### config.mk
export PLATFORM = sky130hd
export DESIGN_NAME = uart_rx_recovery_wakeup
export DESIGN_NICKNAME = d
export VERILOG_FILES = /design/src/logic/uart_rx_pkg.sv /design/src/logic/rx_tick_divider.sv /design/src/logic/uart_rx_recovery_wakeup.sv
export SDC_FILE = /design/constraint.sdc
export NUM_CORES = 1
export LEC_CHECK = 0
export ABC_AREA = 0
export BUFFER_PORTS_ARGS = -buffer_cell sky130_fd_sc_hd__buf_2
export CAP_MARGIN = 20
export CORE_AREA = 2 2 110 112
export CTS_CLUSTER_SIZE = 40
export DETAILED_ROUTE_END_ITERATION = 7
export DIE_AREA = 0 0 112 114
export GPL_ROUTABILITY_DRIVEN = 0
export PLACE_DENSITY = 0.75
export RECOVER_POWER = 25
export SLEW_MARGIN = 20
export SYNTH_ARGS = -nofsm -noshare
export SYNTH_HDL_FRONTEND = slang
export SYNTH_SLANG_ARGS = --single-unit
### constraint.sdc
create_clock -name MCLK_IN -period 5.04 [get_ports MCLK_IN]
set_clock_uncertainty 0.1 [all_clocks]
set_input_delay 0.504 -clock MCLK_IN [delete_from_list [all_inputs] [get_ports MCLK_IN]]
set_output_delay 0.504 -clock MCLK_IN [all_outputs]
set_load 0.01 [all_outputs]
### src/logic/uart_rx_pkg.sv
// Shared constants for the serial receive recovery block
package uart_rx_pkg;
    // Clock and default line rate
    localparam int unsigned CLK_HZ     = 20_000_000;
    localparam int unsigned BAUD_DEF   = 9600;
    localparam int unsigned OVERSAMPLE = 16;
    // Divider reload: tick period is DIV + 1 clocks
    localparam logic [15:0] DIV_RST =
        16'(CLK_HZ / (OVERSAMPLE * BAUD_DEF) - 1);

    // Register byte offsets
    localparam logic [3:0] OFF_CTRL = 4'h0;
    localparam logic [3:0] OFF_DIV  = 4'h4;
    localparam logic [3:0] OFF_STAT = 4'h8;
    localparam logic [3:0] OFF_DATA = 4'hC;

    // Control field positions and reset value
    localparam int unsigned CTL_STANDBY  = 0;
    localparam int unsigned CTL_WAKE_ADR = 1;
    localparam int unsigned CTL_IDLE_SEL = 2;
    localparam int unsigned CTL_NINE     = 3;
    localparam int unsigned CTL_RX_EN    = 4;
    localparam int unsigned CTL_FULL_EN  = 5;
    localparam int unsigned CTL_IDLE_EN  = 6;
    localparam logic [6:0]  CTRL_RST     = 7'h00;

    // Status field positions
    localparam int unsigned STA_FULL  = 0;
    localparam int unsigned STA_IDLE  = 1;
    localparam int unsigned STA_NOISE = 2;
    localparam int unsigned STA_FRAME = 3;

    // Oversample tick numbers within one bit
    localparam logic [4:0] RT_FIRST  = 5'h01;
    localparam logic [4:0] RT_S3     = 5'h03;
    localparam logic [4:0] RT_S5     = 5'h05;
    localparam logic [4:0] RT_S7     = 5'h07;
    localparam logic [4:0] RT_V8     = 5'h08;
    localparam logic [4:0] RT_V10    = 5'h0A;
    localparam logic [4:0] RT_LAST   = 5'h10;
    // Next tick number after a resync, minus the edge tick
    localparam logic [4:0] RT_RESYNC = 5'h0C;

    // Data bit counts
    localparam logic [3:0] BITS_8 = 4'h8;
    localparam logic [3:0] BITS_9 = 4'h9;
    // Idle length in ticks, minus one: 10 or 11 bits
    localparam logic [7:0] IDLE_T8 = 8'(10 * OVERSAMPLE - 1);
    localparam logic [7:0] IDLE_T9 = 8'(11 * OVERSAMPLE - 1);
endpackage

### src/logic/rx_tick_divider.sv
// Oversample tick generator dividing the module clock
`timescale 1ns/1ps
`default_nettype none
module rx_tick_divider (
    input  wire logic        clk_in,
    input  wire logic        rst_n_in,
    input  wire logic [15:0] div_in,
    output logic             tick_out
);
    logic [15:0] cnt_q;   // Clocks since last tick

    // Count to the reload value, then wrap; a new divisor applies to
    // the count in progress, wrapping at once if already passed
    always_ff @(posedge clk_in or negedge rst_n_in) begin
        if (!rst_n_in) begin
            cnt_q <= 16'h0000;
        end else if (cnt_q >= div_in) begin
            cnt_q <= 16'h0000;
        end else begin
            cnt_q <= cnt_q + 16'h0001;
        end
    end

    // Registered one-cycle tick, sixteen per bit time
    always_ff @(posedge clk_in or negedge rst_n_in) begin
        if (!rst_n_in) begin
            tick_out <= 1'b0;
        end else begin
            tick_out <= (cnt_q >= div_in);
        end
    end
endmodule
`default_nettype wire

### src/logic/uart_rx_recovery_wakeup.sv
// Serial receive data recovery with standby wake-up and register slave
//
// How it works
// - Sample input at sixteen ticks per bit
// - Resync tick count on start and falling edge
// - Start search: low after three highs
// - Count ticks to sixteen from start edge
// - Start accepted on two lows; one high is noise
// - Failed start resets count and searches again
// - Data bit majority of ticks 8-10, noise
// - High start samples 8-10 only flag noise
// - Stop majority low gives framing error
// - Break without stop sets framing error
// - Framing error set with receive full
// - Standby suppresses all receiver requests
// - Address mark wakes and sets receive full
// - Waking idle sets neither idle nor full
// - Idle count starts after start or stop
// - Eight or nine bit data, ninth held
// - Idle flag after 10 or 11 high bits
// - Completed character loads buffer, sets full; standby keeps only address marks
`timescale 1ns/1ps
`default_nettype none
module uart_rx_recovery_wakeup (
    input  wire logic        MCLK_IN,
    input  wire logic        NRST_IN,
    input  wire logic        SERIAL_RECEIVE_INPUT_IN,
    input  wire logic [3:0]  AVS_ADDRESS_IN,
    input  wire logic        AVS_READ_IN,
    input  wire logic        AVS_WRITE_IN,
    input  wire logic [31:0] AVS_WRITEDATA_IN,
    input  wire logic [3:0]  AVS_BYTEENABLE_IN,
    output logic [31:0]      AVS_READDATA_OUT,
    output logic             AVS_WAITREQUEST_OUT,
    output logic             RX_REQUEST_OUT
);
    typedef enum logic [1:0] {
        ST_SEARCH,
        ST_START,
        ST_DATA,
        ST_STOP
    } rx_state_e;

    // Majority of three samples
    function automatic logic maj3(input logic [2:0] s);
        return (s[0] & s[1]) | (s[0] & s[2]) | (s[1] & s[2]);
    endfunction

    // Samples disagree
    function automatic logic mixed3(input logic [2:0] s);
        return (|s) & ~(&s);
    endfunction

    // Address decode
    function automatic logic hit(input logic [3:0] a, input logic [3:0] o);
        return a == o;
    endfunction

    logic        rst_meta_q;   // Reset release stage one
    logic        rst_n;        // Synchronised reset
    logic        rx_meta_q;    // Input synchroniser stage one
    logic        rx_q;         // Synchronised receive level
    logic        tick;         // Oversample tick
    logic        ack_q;        // Bus answer phase
    logic [6:0]  ctrl_q;       // Control register
    logic [15:0] div_q;        // Tick divider reload
    rx_state_e   state_q;      // Recovery state
    logic [4:0]  rt_q;         // Tick number in bit, 1..16
    logic [3:0]  bitc_q;       // Data bits taken
    logic [2:0]  hist_q;       // Last three search samples
    logic [2:0]  smp_q;        // Recent vote samples
    logic [1:0]  vrf_q;        // Start check samples at ticks 3 and 5
    logic [8:0]  sr_q;         // Receive shift register
    logic        noise_pend_q; // Noise seen in this character
    logic        prev_bit_q;   // Previous voted bit
    logic        edge_seen_q;  // Low seen in this bit
    logic [4:0]  edge_rt_q;    // Tick of that low
    logic        armed_q;      // Idle counting allowed
    logic [7:0]  idle_cnt_q;   // Consecutive high ticks
    logic        full_q;       // Receive full flag
    logic        idle_q;       // Idle flag
    logic        noise_q;      // Noise flag
    logic        frame_q;      // Framing error flag
    logic [7:0]  data_q;       // Receive buffer
    logic        ninth_q;      // Ninth received bit

    // Control fields
    wire standby   = ctrl_q[uart_rx_pkg::CTL_STANDBY];
    wire wake_adr  = ctrl_q[uart_rx_pkg::CTL_WAKE_ADR];
    wire idle_sel  = ctrl_q[uart_rx_pkg::CTL_IDLE_SEL];
    wire nine      = ctrl_q[uart_rx_pkg::CTL_NINE];
    wire rx_en     = ctrl_q[uart_rx_pkg::CTL_RX_EN];
    wire tk        = tick & rx_en;
    // Current three samples including this tick
    wire [2:0] cur3 = {smp_q[1:0], rx_q};
    // Start check: ticks 3 and 5 held, tick 7 live; ticks 4 and 6 play no part
    wire [2:0] st3 = {vrf_q, rx_q};
    wire [3:0] nbits = nine ? uart_rx_pkg::BITS_9 : uart_rx_pkg::BITS_8;
    // Top received bit lands in sr_q[8] in both lengths
    wire msb = sr_q[8];
    wire done = tk & (state_q == ST_STOP) & (rt_q == uart_rx_pkg::RT_V10);
    wire stop_low = ~maj3(cur3);
    wire start_go = tk & (state_q == ST_SEARCH) & (&hist_q) & ~rx_q;
    wire start_bad = tk & (state_q == ST_START)
        & (rt_q == uart_rx_pkg::RT_S7) & maj3(st3);
    wire to_data = tk & (state_q == ST_START) & (rt_q == uart_rx_pkg::RT_LAST);
    wire resync = prev_bit_q & edge_seen_q & ~maj3(cur3);
    wire [7:0] idle_lim = nine ? uart_rx_pkg::IDLE_T9 : uart_rx_pkg::IDLE_T8;
    wire idle_evt = tk & armed_q & rx_q & (idle_cnt_q == idle_lim);
    // Character kept unless standby and not an address mark
    wire accept = done & (~standby | (wake_adr & msb));
    wire wake = (done & standby & wake_adr & msb)
        | (idle_evt & standby & ~wake_adr);
    wire wr_go = AVS_WRITE_IN & ack_q;
    wire stat_clr = wr_go & hit(AVS_ADDRESS_IN, uart_rx_pkg::OFF_STAT)
        & AVS_BYTEENABLE_IN[0];

    // Reset released through two stages
    always_ff @(posedge MCLK_IN or negedge NRST_IN) begin
        if (!NRST_IN) begin
            rst_meta_q <= 1'b0;
            rst_n      <= 1'b0;
        end else begin
            rst_meta_q <= 1'b1;
            rst_n      <= rst_meta_q;
        end
    end

    // Pin synchroniser; idle line is high
    always_ff @(posedge MCLK_IN or negedge rst_n) begin
        if (!rst_n) begin
            rx_meta_q <= 1'b1;
            rx_q      <= 1'b1;
        end else begin
            rx_meta_q <= SERIAL_RECEIVE_INPUT_IN;
            rx_q      <= rx_meta_q;
        end
    end

    rx_tick_divider u_div (
        .clk_in   (MCLK_IN),
        .rst_n_in (rst_n),
        .div_in   (div_q),
        .tick_out (tick)
    );

    // One wait state per access keeps read data registered
    always_ff @(posedge MCLK_IN or negedge rst_n) begin
        if (!rst_n) begin
            ack_q <= 1'b0;
        end else begin
            ack_q <= (AVS_READ_IN | AVS_WRITE_IN) & ~ack_q;
        end
    end
    assign AVS_WAITREQUEST_OUT = (AVS_READ_IN | AVS_WRITE_IN) & ~ack_q;

    // Read mux captured in the wait cycle; unmapped reads give zero
    always_ff @(posedge MCLK_IN or negedge rst_n) begin
        if (!rst_n) begin
            AVS_READDATA_OUT <= 32'h0000_0000;
        end else if (AVS_READ_IN & ~ack_q) begin
            case (AVS_ADDRESS_IN)
                uart_rx_pkg::OFF_CTRL: AVS_READDATA_OUT <= {25'h0, ctrl_q};
                uart_rx_pkg::OFF_DIV:  AVS_READDATA_OUT <= {16'h0, div_q};
                uart_rx_pkg::OFF_STAT: begin
                    AVS_READDATA_OUT <= {28'h0, frame_q, noise_q, idle_q, full_q};
                end
                uart_rx_pkg::OFF_DATA: AVS_READDATA_OUT <= {23'h0, ninth_q, data_q};
                default:               AVS_READDATA_OUT <= 32'h0000_0000;
            endcase
        end
    end

    // Control and divider writes; a wake in the same cycle wins
    // over a software write of the standby bit
    always_ff @(posedge MCLK_IN or negedge rst_n) begin
        if (!rst_n) begin
            ctrl_q <= uart_rx_pkg::CTRL_RST;
            div_q  <= uart_rx_pkg::DIV_RST;
        end else begin
            if (wr_go & hit(AVS_ADDRESS_IN, uart_rx_pkg::OFF_CTRL)
                & AVS_BYTEENABLE_IN[0]) begin
                ctrl_q <= AVS_WRITEDATA_IN[6:0];
            end
            if (wake) begin
                ctrl_q[uart_rx_pkg::CTL_STANDBY] <= 1'b0;
            end
            if (wr_go & hit(AVS_ADDRESS_IN, uart_rx_pkg::OFF_DIV)) begin
                if (AVS_BYTEENABLE_IN[0]) begin
                    div_q[7:0] <= AVS_WRITEDATA_IN[7:0];
                end
                if (AVS_BYTEENABLE_IN[1]) begin
                    div_q[15:8] <= AVS_WRITEDATA_IN[15:8];
                end
            end
        end
    end

    // Bit sequencing: search, start check, data bits, stop
    always_ff @(posedge MCLK_IN or negedge rst_n) begin
        if (!rst_n) begin
            state_q <= ST_SEARCH;
            rt_q    <= 5'h00;
            bitc_q  <= 4'h0;
            hist_q  <= 3'h0;
        end else if (!rx_en) begin
            // Disabled receiver forgets any partial character
            state_q <= ST_SEARCH;
            rt_q    <= 5'h00;
            hist_q  <= 3'h0;
        end else if (tick) begin
            case (state_q)
                ST_SEARCH: begin
                    // Free running search, no bit timing yet
                    hist_q <= {hist_q[1:0], rx_q};
                    if (start_go) begin
                        state_q <= ST_START;
                        rt_q    <= uart_rx_pkg::RT_FIRST;
                    end
                end
                ST_START: begin
                    if (start_bad) begin
                        // Line must show three highs again
                        state_q <= ST_SEARCH;
                        rt_q    <= 5'h00;
                        hist_q  <= 3'h0;
                    end else if (rt_q == uart_rx_pkg::RT_LAST) begin
                        state_q <= ST_DATA;
                        rt_q    <= uart_rx_pkg::RT_FIRST;
                        bitc_q  <= 4'h0;
                    end else begin
                        rt_q <= rt_q + 5'h01;
                    end
                end
                ST_DATA: begin
                    if (rt_q == uart_rx_pkg::RT_V10 && resync) begin
                        // Realign so the falling edge becomes tick one
                        rt_q <= uart_rx_pkg::RT_RESYNC - edge_rt_q;
                    end else if (rt_q == uart_rx_pkg::RT_LAST) begin
                        rt_q   <= uart_rx_pkg::RT_FIRST;
                        bitc_q <= bitc_q + 4'h1;
                        if (bitc_q == nbits - 4'h1) begin
                            state_q <= ST_STOP;
                        end
                    end else begin
                        rt_q <= rt_q + 5'h01;
                    end
                end
                ST_STOP: begin
                    if (rt_q == uart_rx_pkg::RT_V10) begin
                        // Stop seen high counts as the three highs
                        state_q <= ST_SEARCH;
                        rt_q    <= 5'h00;
                        hist_q  <= {3{~stop_low}};
                    end else begin
                        rt_q <= rt_q + 5'h01;
                    end
                end
                default: begin
                    state_q <= ST_SEARCH;
                end
            endcase
        end
    end

    // Sample capture, voting, shifting and noise collection
    always_ff @(posedge MCLK_IN or negedge rst_n) begin
        if (!rst_n) begin
            smp_q        <= 3'h0;
            vrf_q        <= 2'h0;
            sr_q         <= 9'h000;
            noise_pend_q <= 1'b0;
            prev_bit_q   <= 1'b0;
        end else if (tk) begin
            if (state_q != ST_SEARCH) begin
                smp_q <= cur3;
            end
            // Hold the early start samples until the tick 7 decision
            if (state_q == ST_START && rt_q == uart_rx_pkg::RT_S3) begin
                vrf_q[1] <= rx_q;
            end
            if (state_q == ST_START && rt_q == uart_rx_pkg::RT_S5) begin
                vrf_q[0] <= rx_q;
            end
            if (start_go) begin
                noise_pend_q <= 1'b0;
            end
            if (state_q == ST_START && rt_q == uart_rx_pkg::RT_S7
                && $onehot(st3)) begin
                noise_pend_q <= 1'b1;
            end
            if (state_q == ST_START && rt_q == uart_rx_pkg::RT_V10
                && |cur3) begin
                noise_pend_q <= 1'b1;
            end
            if (to_data) begin
                prev_bit_q <= 1'b0;
            end
            if (state_q == ST_DATA && rt_q == uart_rx_pkg::RT_V10) begin
                sr_q       <= {maj3(cur3), sr_q[8:1]};
                prev_bit_q <= maj3(cur3);
                if (mixed3(cur3)) begin
                    noise_pend_q <= 1'b1;
                end
            end
        end
    end

    // Where the first low of a bit falls, for resync
    always_ff @(posedge MCLK_IN or negedge rst_n) begin
        if (!rst_n) begin
            edge_seen_q <= 1'b0;
            edge_rt_q   <= 5'h00;
        end else if (tk) begin
            if (rt_q == uart_rx_pkg::RT_LAST) begin
                edge_seen_q <= 1'b0;
            end else if (!edge_seen_q && !rx_q) begin
                edge_seen_q <= 1'b1;
                edge_rt_q   <= rt_q;
            end
        end
    end

    // Idle counter; armed at reset so an idle line can wake at once
    always_ff @(posedge MCLK_IN or negedge rst_n) begin
        if (!rst_n) begin
            armed_q    <= 1'b1;
            idle_cnt_q <= 8'h00;
        end else if (tk) begin
            if (idle_evt) begin
                armed_q    <= 1'b0;
                idle_cnt_q <= 8'h00;
            end else begin
                if ((to_data && !idle_sel) || (done && idle_sel)) begin
                    armed_q <= 1'b1;
                end
                if (!rx_q) begin
                    idle_cnt_q <= 8'h00;
                end else if (armed_q) begin
                    idle_cnt_q <= idle_cnt_q + 8'h01;
                end
            end
        end
    end

    // Status flags: hardware set wins over a write-one clear
    always_ff @(posedge MCLK_IN or negedge rst_n) begin
        if (!rst_n) begin
            full_q  <= 1'b0;
            idle_q  <= 1'b0;
            noise_q <= 1'b0;
            frame_q <= 1'b0;
        end else begin
            if (accept) begin
                full_q <= 1'b1;
            end else if (stat_clr && AVS_WRITEDATA_IN[uart_rx_pkg::STA_FULL]) begin
                full_q <= 1'b0;
            end
            if (idle_evt && !standby) begin
                idle_q <= 1'b1;
            end else if (stat_clr && AVS_WRITEDATA_IN[uart_rx_pkg::STA_IDLE]) begin
                idle_q <= 1'b0;
            end
            if (accept && (noise_pend_q || mixed3(cur3))) begin
                noise_q <= 1'b1;
            end else if (stat_clr && AVS_WRITEDATA_IN[uart_rx_pkg::STA_NOISE]) begin
                noise_q <= 1'b0;
            end
            // Break has no stop bit, so this also catches it
            if (accept && stop_low) begin
                frame_q <= 1'b1;
            end else if (stat_clr && AVS_WRITEDATA_IN[uart_rx_pkg::STA_FRAME]) begin
                frame_q <= 1'b0;
            end
        end
    end

    // Receive buffer; eight-bit mode copies bit 7 into the ninth
    always_ff @(posedge MCLK_IN or negedge rst_n) begin
        if (!rst_n) begin
            data_q  <= 8'h00;
            ninth_q <= 1'b0;
        end else if (accept) begin
            data_q  <= nine ? sr_q[7:0] : sr_q[8:1];
            ninth_q <= sr_q[8];
        end
    end

    // Service request, masked while in standby
    assign RX_REQUEST_OUT = ~standby
        & ((full_q & ctrl_q[uart_rx_pkg::CTL_FULL_EN])
        | (idle_q & ctrl_q[uart_rx_pkg::CTL_IDLE_EN]));
endmodule
`default_nettype wire

# ---- Word-level counts from Yosys, hierarchy flattened
# Index checks and enable logic that the tools add are counted.
dict set report word_totals {
  latchBits 0
  word_cells 235
  romBits 0
  register_bits 134
  out_inout_bits 34
  mem_count 0
  inputBits 45
  ramBits 0
}
dict set report classes {
  shifts 0
  bitwise_logic 55
  multipliers 0
  eq_ne 28
  mux 57
  magnitude_cmp 1
  n_reduce_logical 54
  n_addsub 8
  div 0
}
# cell n
set op_table {}
lappend op_table {{one-hot mux 16 bit (4 select lines)} 1}
lappend op_table {{AND 1 bit} 40}
lappend op_table {{two-way mux 5 bit} 7}
lappend op_table {{two-way mux 8 bit} 4}
lappend op_table {{two-way mux 1 bit} 22}
lappend op_table {{AND reduction 2 bit} 11}
lappend op_table {{one-hot mux 5 bit (4 select lines)} 1}
lappend op_table {{nonzero test 2 bit} 10}
lappend op_table {{logical AND 1 bit} 18}
lappend op_table {{two-way mux 2 bit} 9}
lappend op_table {{adder 16 x 1 -> 16 bit (second input constant)} 1}
lappend op_table {{greater-or-equal comparator 16 bit} 1}
lappend op_table {{two-way mux 16 bit} 1}
lappend op_table {{two-way mux 4 bit} 4}
lappend op_table {{inequality test 3 bit (second input constant)} 5}
lappend op_table {{AND reduction 7 bit} 2}
lappend op_table {{two-way mux 3 bit} 4}
lappend op_table {{equality test 5 x 3 -> 1 bit (second input constant)} 2}
lappend op_table {{one-hot mux 3 bit (3 select lines)} 1}
lappend op_table {{AND reduction 3 bit} 3}
lappend op_table {{adder 8 x 1 -> 8 bit (second input constant)} 1}
lappend op_table {{equality test 4 bit (second input constant)} 2}
lappend op_table {{equality test 8 bit} 1}
lappend op_table {{inequality test 2 bit (second input constant)} 4}
lappend op_table {{29 further kinds} 48}

# ---- Longest topological paths before layout
dict set report depth {
  ltp_word 10
  ltp_mapped 8
  ltp_nobuf 7
}

# ---- Cells and area by module
# A second synthesis with hierarchy kept.
dict set report unflattened {
  cells_unflattened 647
  area_unflattened_um2 6451.2
}
# mod area_each_um2 cells_per_inst n_inst seq_area_each_um2
set by_module_without_submodules {}
lappend by_module_without_submodules {uart_rx_recovery_wakeup 5166.2 516 1 2533.7}
lappend by_module_without_submodules {rx_tick_divider 1285.0 131 1 425.4}

# ---- Least setup slack after synthesis
# OpenSTA, ideal clock, no wires.
dict set report synth_path {
  path_type {register to register}
  from {reg rt_q[0]}
  to {reg rt_q[2]}
  required_ns 4.814
  synth_period_minus_slack_ns 1.996
  stages_incl_launch_ff 8
  slack_ns 3.044
  setup_ns 0.126
  path_buffers 1
  arrival_ns 1.770
  cell_sequence {dfrtp_1 ha_1 clkbuf_2 nand3_1 o41a_1 a21oi_2 o21ai_1 a221o_1}
}
dict set report synth_via {
  elab_chain_cells 7
  word_cells_on_any_way 14
  cone_classes {add/sub (1); eq/ne (3); mux (7); bitwise (2); reduce/logical (1)}
}
# element line_no
set synth_lines {}
lappend synth_lines {{start: declaration} uart_rx_recovery_wakeup.sv:68} ;# logic [4:0] rt_q;
lappend synth_lines {{start signal: assignment} uart_rx_recovery_wakeup.sv:218} ;# rt_q <= uart_rx_pkg::RT_FIRST;
lappend synth_lines {{start signal: assignment} uart_rx_recovery_wakeup.sv:229} ;# rt_q <= uart_rx_pkg::RT_FIRST;
lappend synth_lines {{start signal: assignment} uart_rx_recovery_wakeup.sv:232} ;# rt_q <= rt_q + 5'h01;
lappend synth_lines {{branches (longest 4 deep; another with adder 5 x 1 -> 5 bit)} n/a}
lappend synth_lines {{one-hot mux 5 bit (4 select lines) *} uart_rx_recovery_wakeup.sv:212} ;# case (state_q)
lappend synth_lines {{two-way mux 5 bit *} uart_rx_recovery_wakeup.sv:211} ;# end else if (tick) begin
lappend synth_lines {{two-way mux 5 bit *} uart_rx_recovery_wakeup.sv:206} ;# end else if (!rx_en) begin
# Mark *: on every way between the ends. The select of a mux whose other input is x is not followed.
# A chain may end at the register's enable or synchronous reset.

# ---- Worst setup path in the final report
dict set report layout_path {
  from {reg ctrl_q[4]}
  to {reg sr_q[1]}
}
dict set report layout_via {
  elab_chain_cells 2
}
# element line_no
set layout_lines {}
lappend layout_lines {{start: declaration} uart_rx_recovery_wakeup.sv:65} ;# logic [6:0] ctrl_q;
lappend layout_lines {{start signal: assignment} uart_rx_recovery_wakeup.sv:178} ;# ctrl_q <= uart_rx_pkg::CTRL_RST;
lappend layout_lines {{start signal: assignment} uart_rx_recovery_wakeup.sv:183} ;# ctrl_q <= AVS_WRITEDATA_IN[6:0];
lappend layout_lines {{AND 1 bit} uart_rx_recovery_wakeup.sv:93} ;# wire tk = tick & rx_en;
lappend layout_lines {{AND reduction 2 bit (no source line)} n/a}
lappend layout_lines {{end signal: assignment} uart_rx_recovery_wakeup.sv:300} ;# sr_q <= {maj3(cur3), sr_q[8:1]};
lappend layout_lines {{end: declaration} uart_rx_recovery_wakeup.sv:73} ;# logic [8:0] sr_q;
# Every way passes these cells.

==> impl_results.md <==
* CP delay by family, top: simple AND/OR/NAND/NOR gates
* HP Class: input pin to flop
* Max VDD drop at ~0.46 mV
* Reg2Reg Setup Slack at roughly 2.3 ns
* Via count at 4653
* # fillers at about 950
* Synth async-reset ratio at between 90% and 100%
* Maximum clock rate at ~370 MHz
* Chip Height at around 110 um
* Clock Sink Count at roughly 120
* Post-Route WL at 14200 um
* DR WL/cell at 17.8 um
* Mapped Area at about 0.0062 mm^2
* H-tree levels at 4
* Slew Limit Fails at 0
* Placement Setup Slack at roughly 2.4 ns
* Critical Path Fanout Max at 14
* Nets at just over 700
* Final setup margin at around 2.3 ns
* Run status: completed
* Initial Utilization at between 50 and 60%
* CP Class: flop to flop
* DR DRC count at 0
* Row count at 40
* Hpwl dp at 9850 um
* Post-DRT Antenna Nets at 0
* Synth Instances at around 600
* DIE WIDTH at ~110 um
* Worst R2R End: sr_q[1]$_DFFE_PN0P_
* Worst-path clk slew at 0.05 ns
* Final period util at about 54%
* Root buf cell: clkbuf_16
* Final setup fails at 0
* Startpoint Class: flop
* Pwr dens at about 370 mW/mm^2
* Static Leak at ~3.4 nW
* Worst-margin pin slew at around 1.3 ns
* Hold endpoint: rx_meta_q$_DFF_PN1_
* Antenna violations before repair at 0
* Worst setup path start: ctrl_q[4]$_DFFE_PN0P_
* Seq/Total Area, Yosys at around 48%
* Length of the first detailed-routing pass in iterations at 5
* All-Layer GR Usage at a little under a quarter
* Synthesis-to-finish area growth at 14.1%
* Seq cells post-synth at 118
* Count of different cell masters after synthesis at 72
* Worst hold stages at 1
* Ports at between 70 and 80
* Max Cap Viol at 0
* Reg-to-Reg Start: ctrl_q[4]$_DFFE_PN0P_
* Core area at 0.0117 mm^2
* Total number of yosys warnings at 0
* RSZ-0062 raised after global routing: no
* Fin util at around three fifths
* Input/output buffers at 44
* First-pass GRT wire length at about 23000 um
* Biggest cell delay along the critical path at around 0.82 ns
* Worst-skew pair later-pin latency at between 0.4 and 0.5 ns
* Critical path cell sequence: nand2_2 > nor2_1 > nand2_1 > mux2_2
* Worst EP arrival at 2.92 ns
* Detailed Route Iter0 Violations at 360
* Final Hold Viols at 0
* Die area at 0.0128 mm^2
* CTS Buf Count at 17
* Min Clock Period, post-route at around 2.7 ns
* Synth Flop Type: dfrtp_1
* Setup TNS at 0 ns
* CTS tree: done
* Buf/Inv on CP at 0
* GRT overflow at 0
* Relative max-transition margin at between 15 and 20%
* CP endpoint kind: flop
* Max Root-Sink Buffers at 2
* Commonest non-fill, non-tap cell in the layout: dfrtp_1
* Syn avg cell area at 10.4 um^2
* Req. time, crit path at between 5 and 6 ns
* Number of global-route vias before repair at 4629
* EDFF count, synth at 0
* CP max stage cell: nor2_1
* Vias per inst at between 5 and 6
* Largest net degree at the start of global routing at slightly above 80
* N_diodes at 0
* Hold Crit Start: SERIAL_RECEIVE_INPUT_IN
* Share of layout cells above drive strength 1 at 19.7%
* Commonest non-fill, non-tap cells in the layout: 113 x dfrtp_1, 50 x nand2_1, 48 x nor2_1
* Reg2Reg Depth at 4
-- through the flow --
stage	area, um^2	power, mW	hold WS, ns	cells
floorplan	6250	1.33	0.108	608
global placement	6460	1.40	0.189	764
detailed placement	6460	1.43	0.191	764
CTS	7040	2.61	0.0867	796
global route	7070	2.71	0.0793	797
finish	7070	2.60	0.0920	797
-- synth_stat cells (8+ instances only) --
cell	number	area, um^2
xor2_1	12	105
mux2_2	33	372
mux2i_1	15	150
a21oi_1	26	130
nand2_1	50	188
buf_2	10	50.1
clkbuf_1	8	30.0
nand3_1	22	110
a22o_1	13	114
nor3_1	10	50.1
inv_1	31	116
dfrtp_1	113	2830
ha_1	24	300
nand4_1	10	62.6
buf_4	16	120
xnor2_1	10	87.6
o21ai_0	30	150
nor2_1	48	180
-- cells by family after synthesis --
logic type                 count (synthesis)  synth area share, %
xor gates and xnor gates                  22                 3.11
buffers and inverters                     69                 5.49
other                                      2                0.121
and+or+nand+nor                          184                 15.2
DFF                                      118                 47.8
adders and majority gates                 26                 5.35
muxes                                     52                 9.87
AOI/OAI and AO/OA                        120                 13.1
-- how the worst max path moves through the flow --
stage | depth (start not counted) | slack, ns | endpoint
floorplan | 0 | 1.42 | AVS_READDATA_OUT[0]$_DFFE_PN0P_
global placement | 4 | 2.47 | sr_q[7]$_DFFE_PN0P_
detailed placement | 4 | 2.38 | sr_q[1]$_DFFE_PN0P_
CTS | 4 | 2.35 | sr_q[1]$_DFFE_PN0P_
global route | 4 | 2.16 | sr_q[1]$_DFFE_PN0P_
finish | 4 | 2.31 | sr_q[1]$_DFFE_PN0P_
-- cell type report --
| class | count | area [um^2] | area share [%] |
|---|---|---|---|
| clock inverters | 9 | 101 | 1.43 |
| well taps | 147 | 184 | 2.60 |
| clock buffers | 22 | 474 | 6.71 |
| multi-input cells | 421 | 2950 | 41.8 |
| repair buffers | 49 | 279 | 3.95 |
| flip-flops and latches | 118 | 2960 | 41.9 |
| inverters | 31 | 116 | 1.65 |
-- state kept, by name (all words and copies together) (netlist names), 2 cells and up --
signal,cells
idle_cnt_q,8
u_div.cnt_q,16
hist_q,3
AVS_READDATA_OUT,16
state_q,2
sr_q,9
bitc_q,4
rt_q,5
ctrl_q,7
data_q,8
edge_rt_q,5
div_q,16
smp_q,2
vrf_q,2
-- routing by layer --
layer / vias to the layer above / track usage, % / part of all wire (%)
met5: - / 0 / 0
met3: 25 / 6.32 / 5.7
met1: 2300 / 30.4 / 44
li1: 2170 / - / -
met2: 158 / 36.9 / 48
met4: 0 / 7.56 / 2.0
-- worst register-to-register path: cells and delay by family (launching register included) --
| family | cells | cell delay [ns] |
|---|---|---|
| flip-flops | 1 | 0.56 |
| AND/OR/NAND/NOR | 3 | 1.54 |
| multiplexers | 1 | 0.41 |
-- timing repair --
item                      CTS  global route
resized for setup           0             0
setup buffers               0             0
hold buffers                1             0
hold endpoints to repair    2             0
-- power breakdown --
group	leakage [nW]	switching, mW	internal (mW)	total, mW
registers	1.58	0.0970	1.02	1.11
logic	1.48	0.166	0.140	0.306
clock network	0.286	0.423	0.759	1.18
No activity file was read; power rests on OpenSTA's default activity.
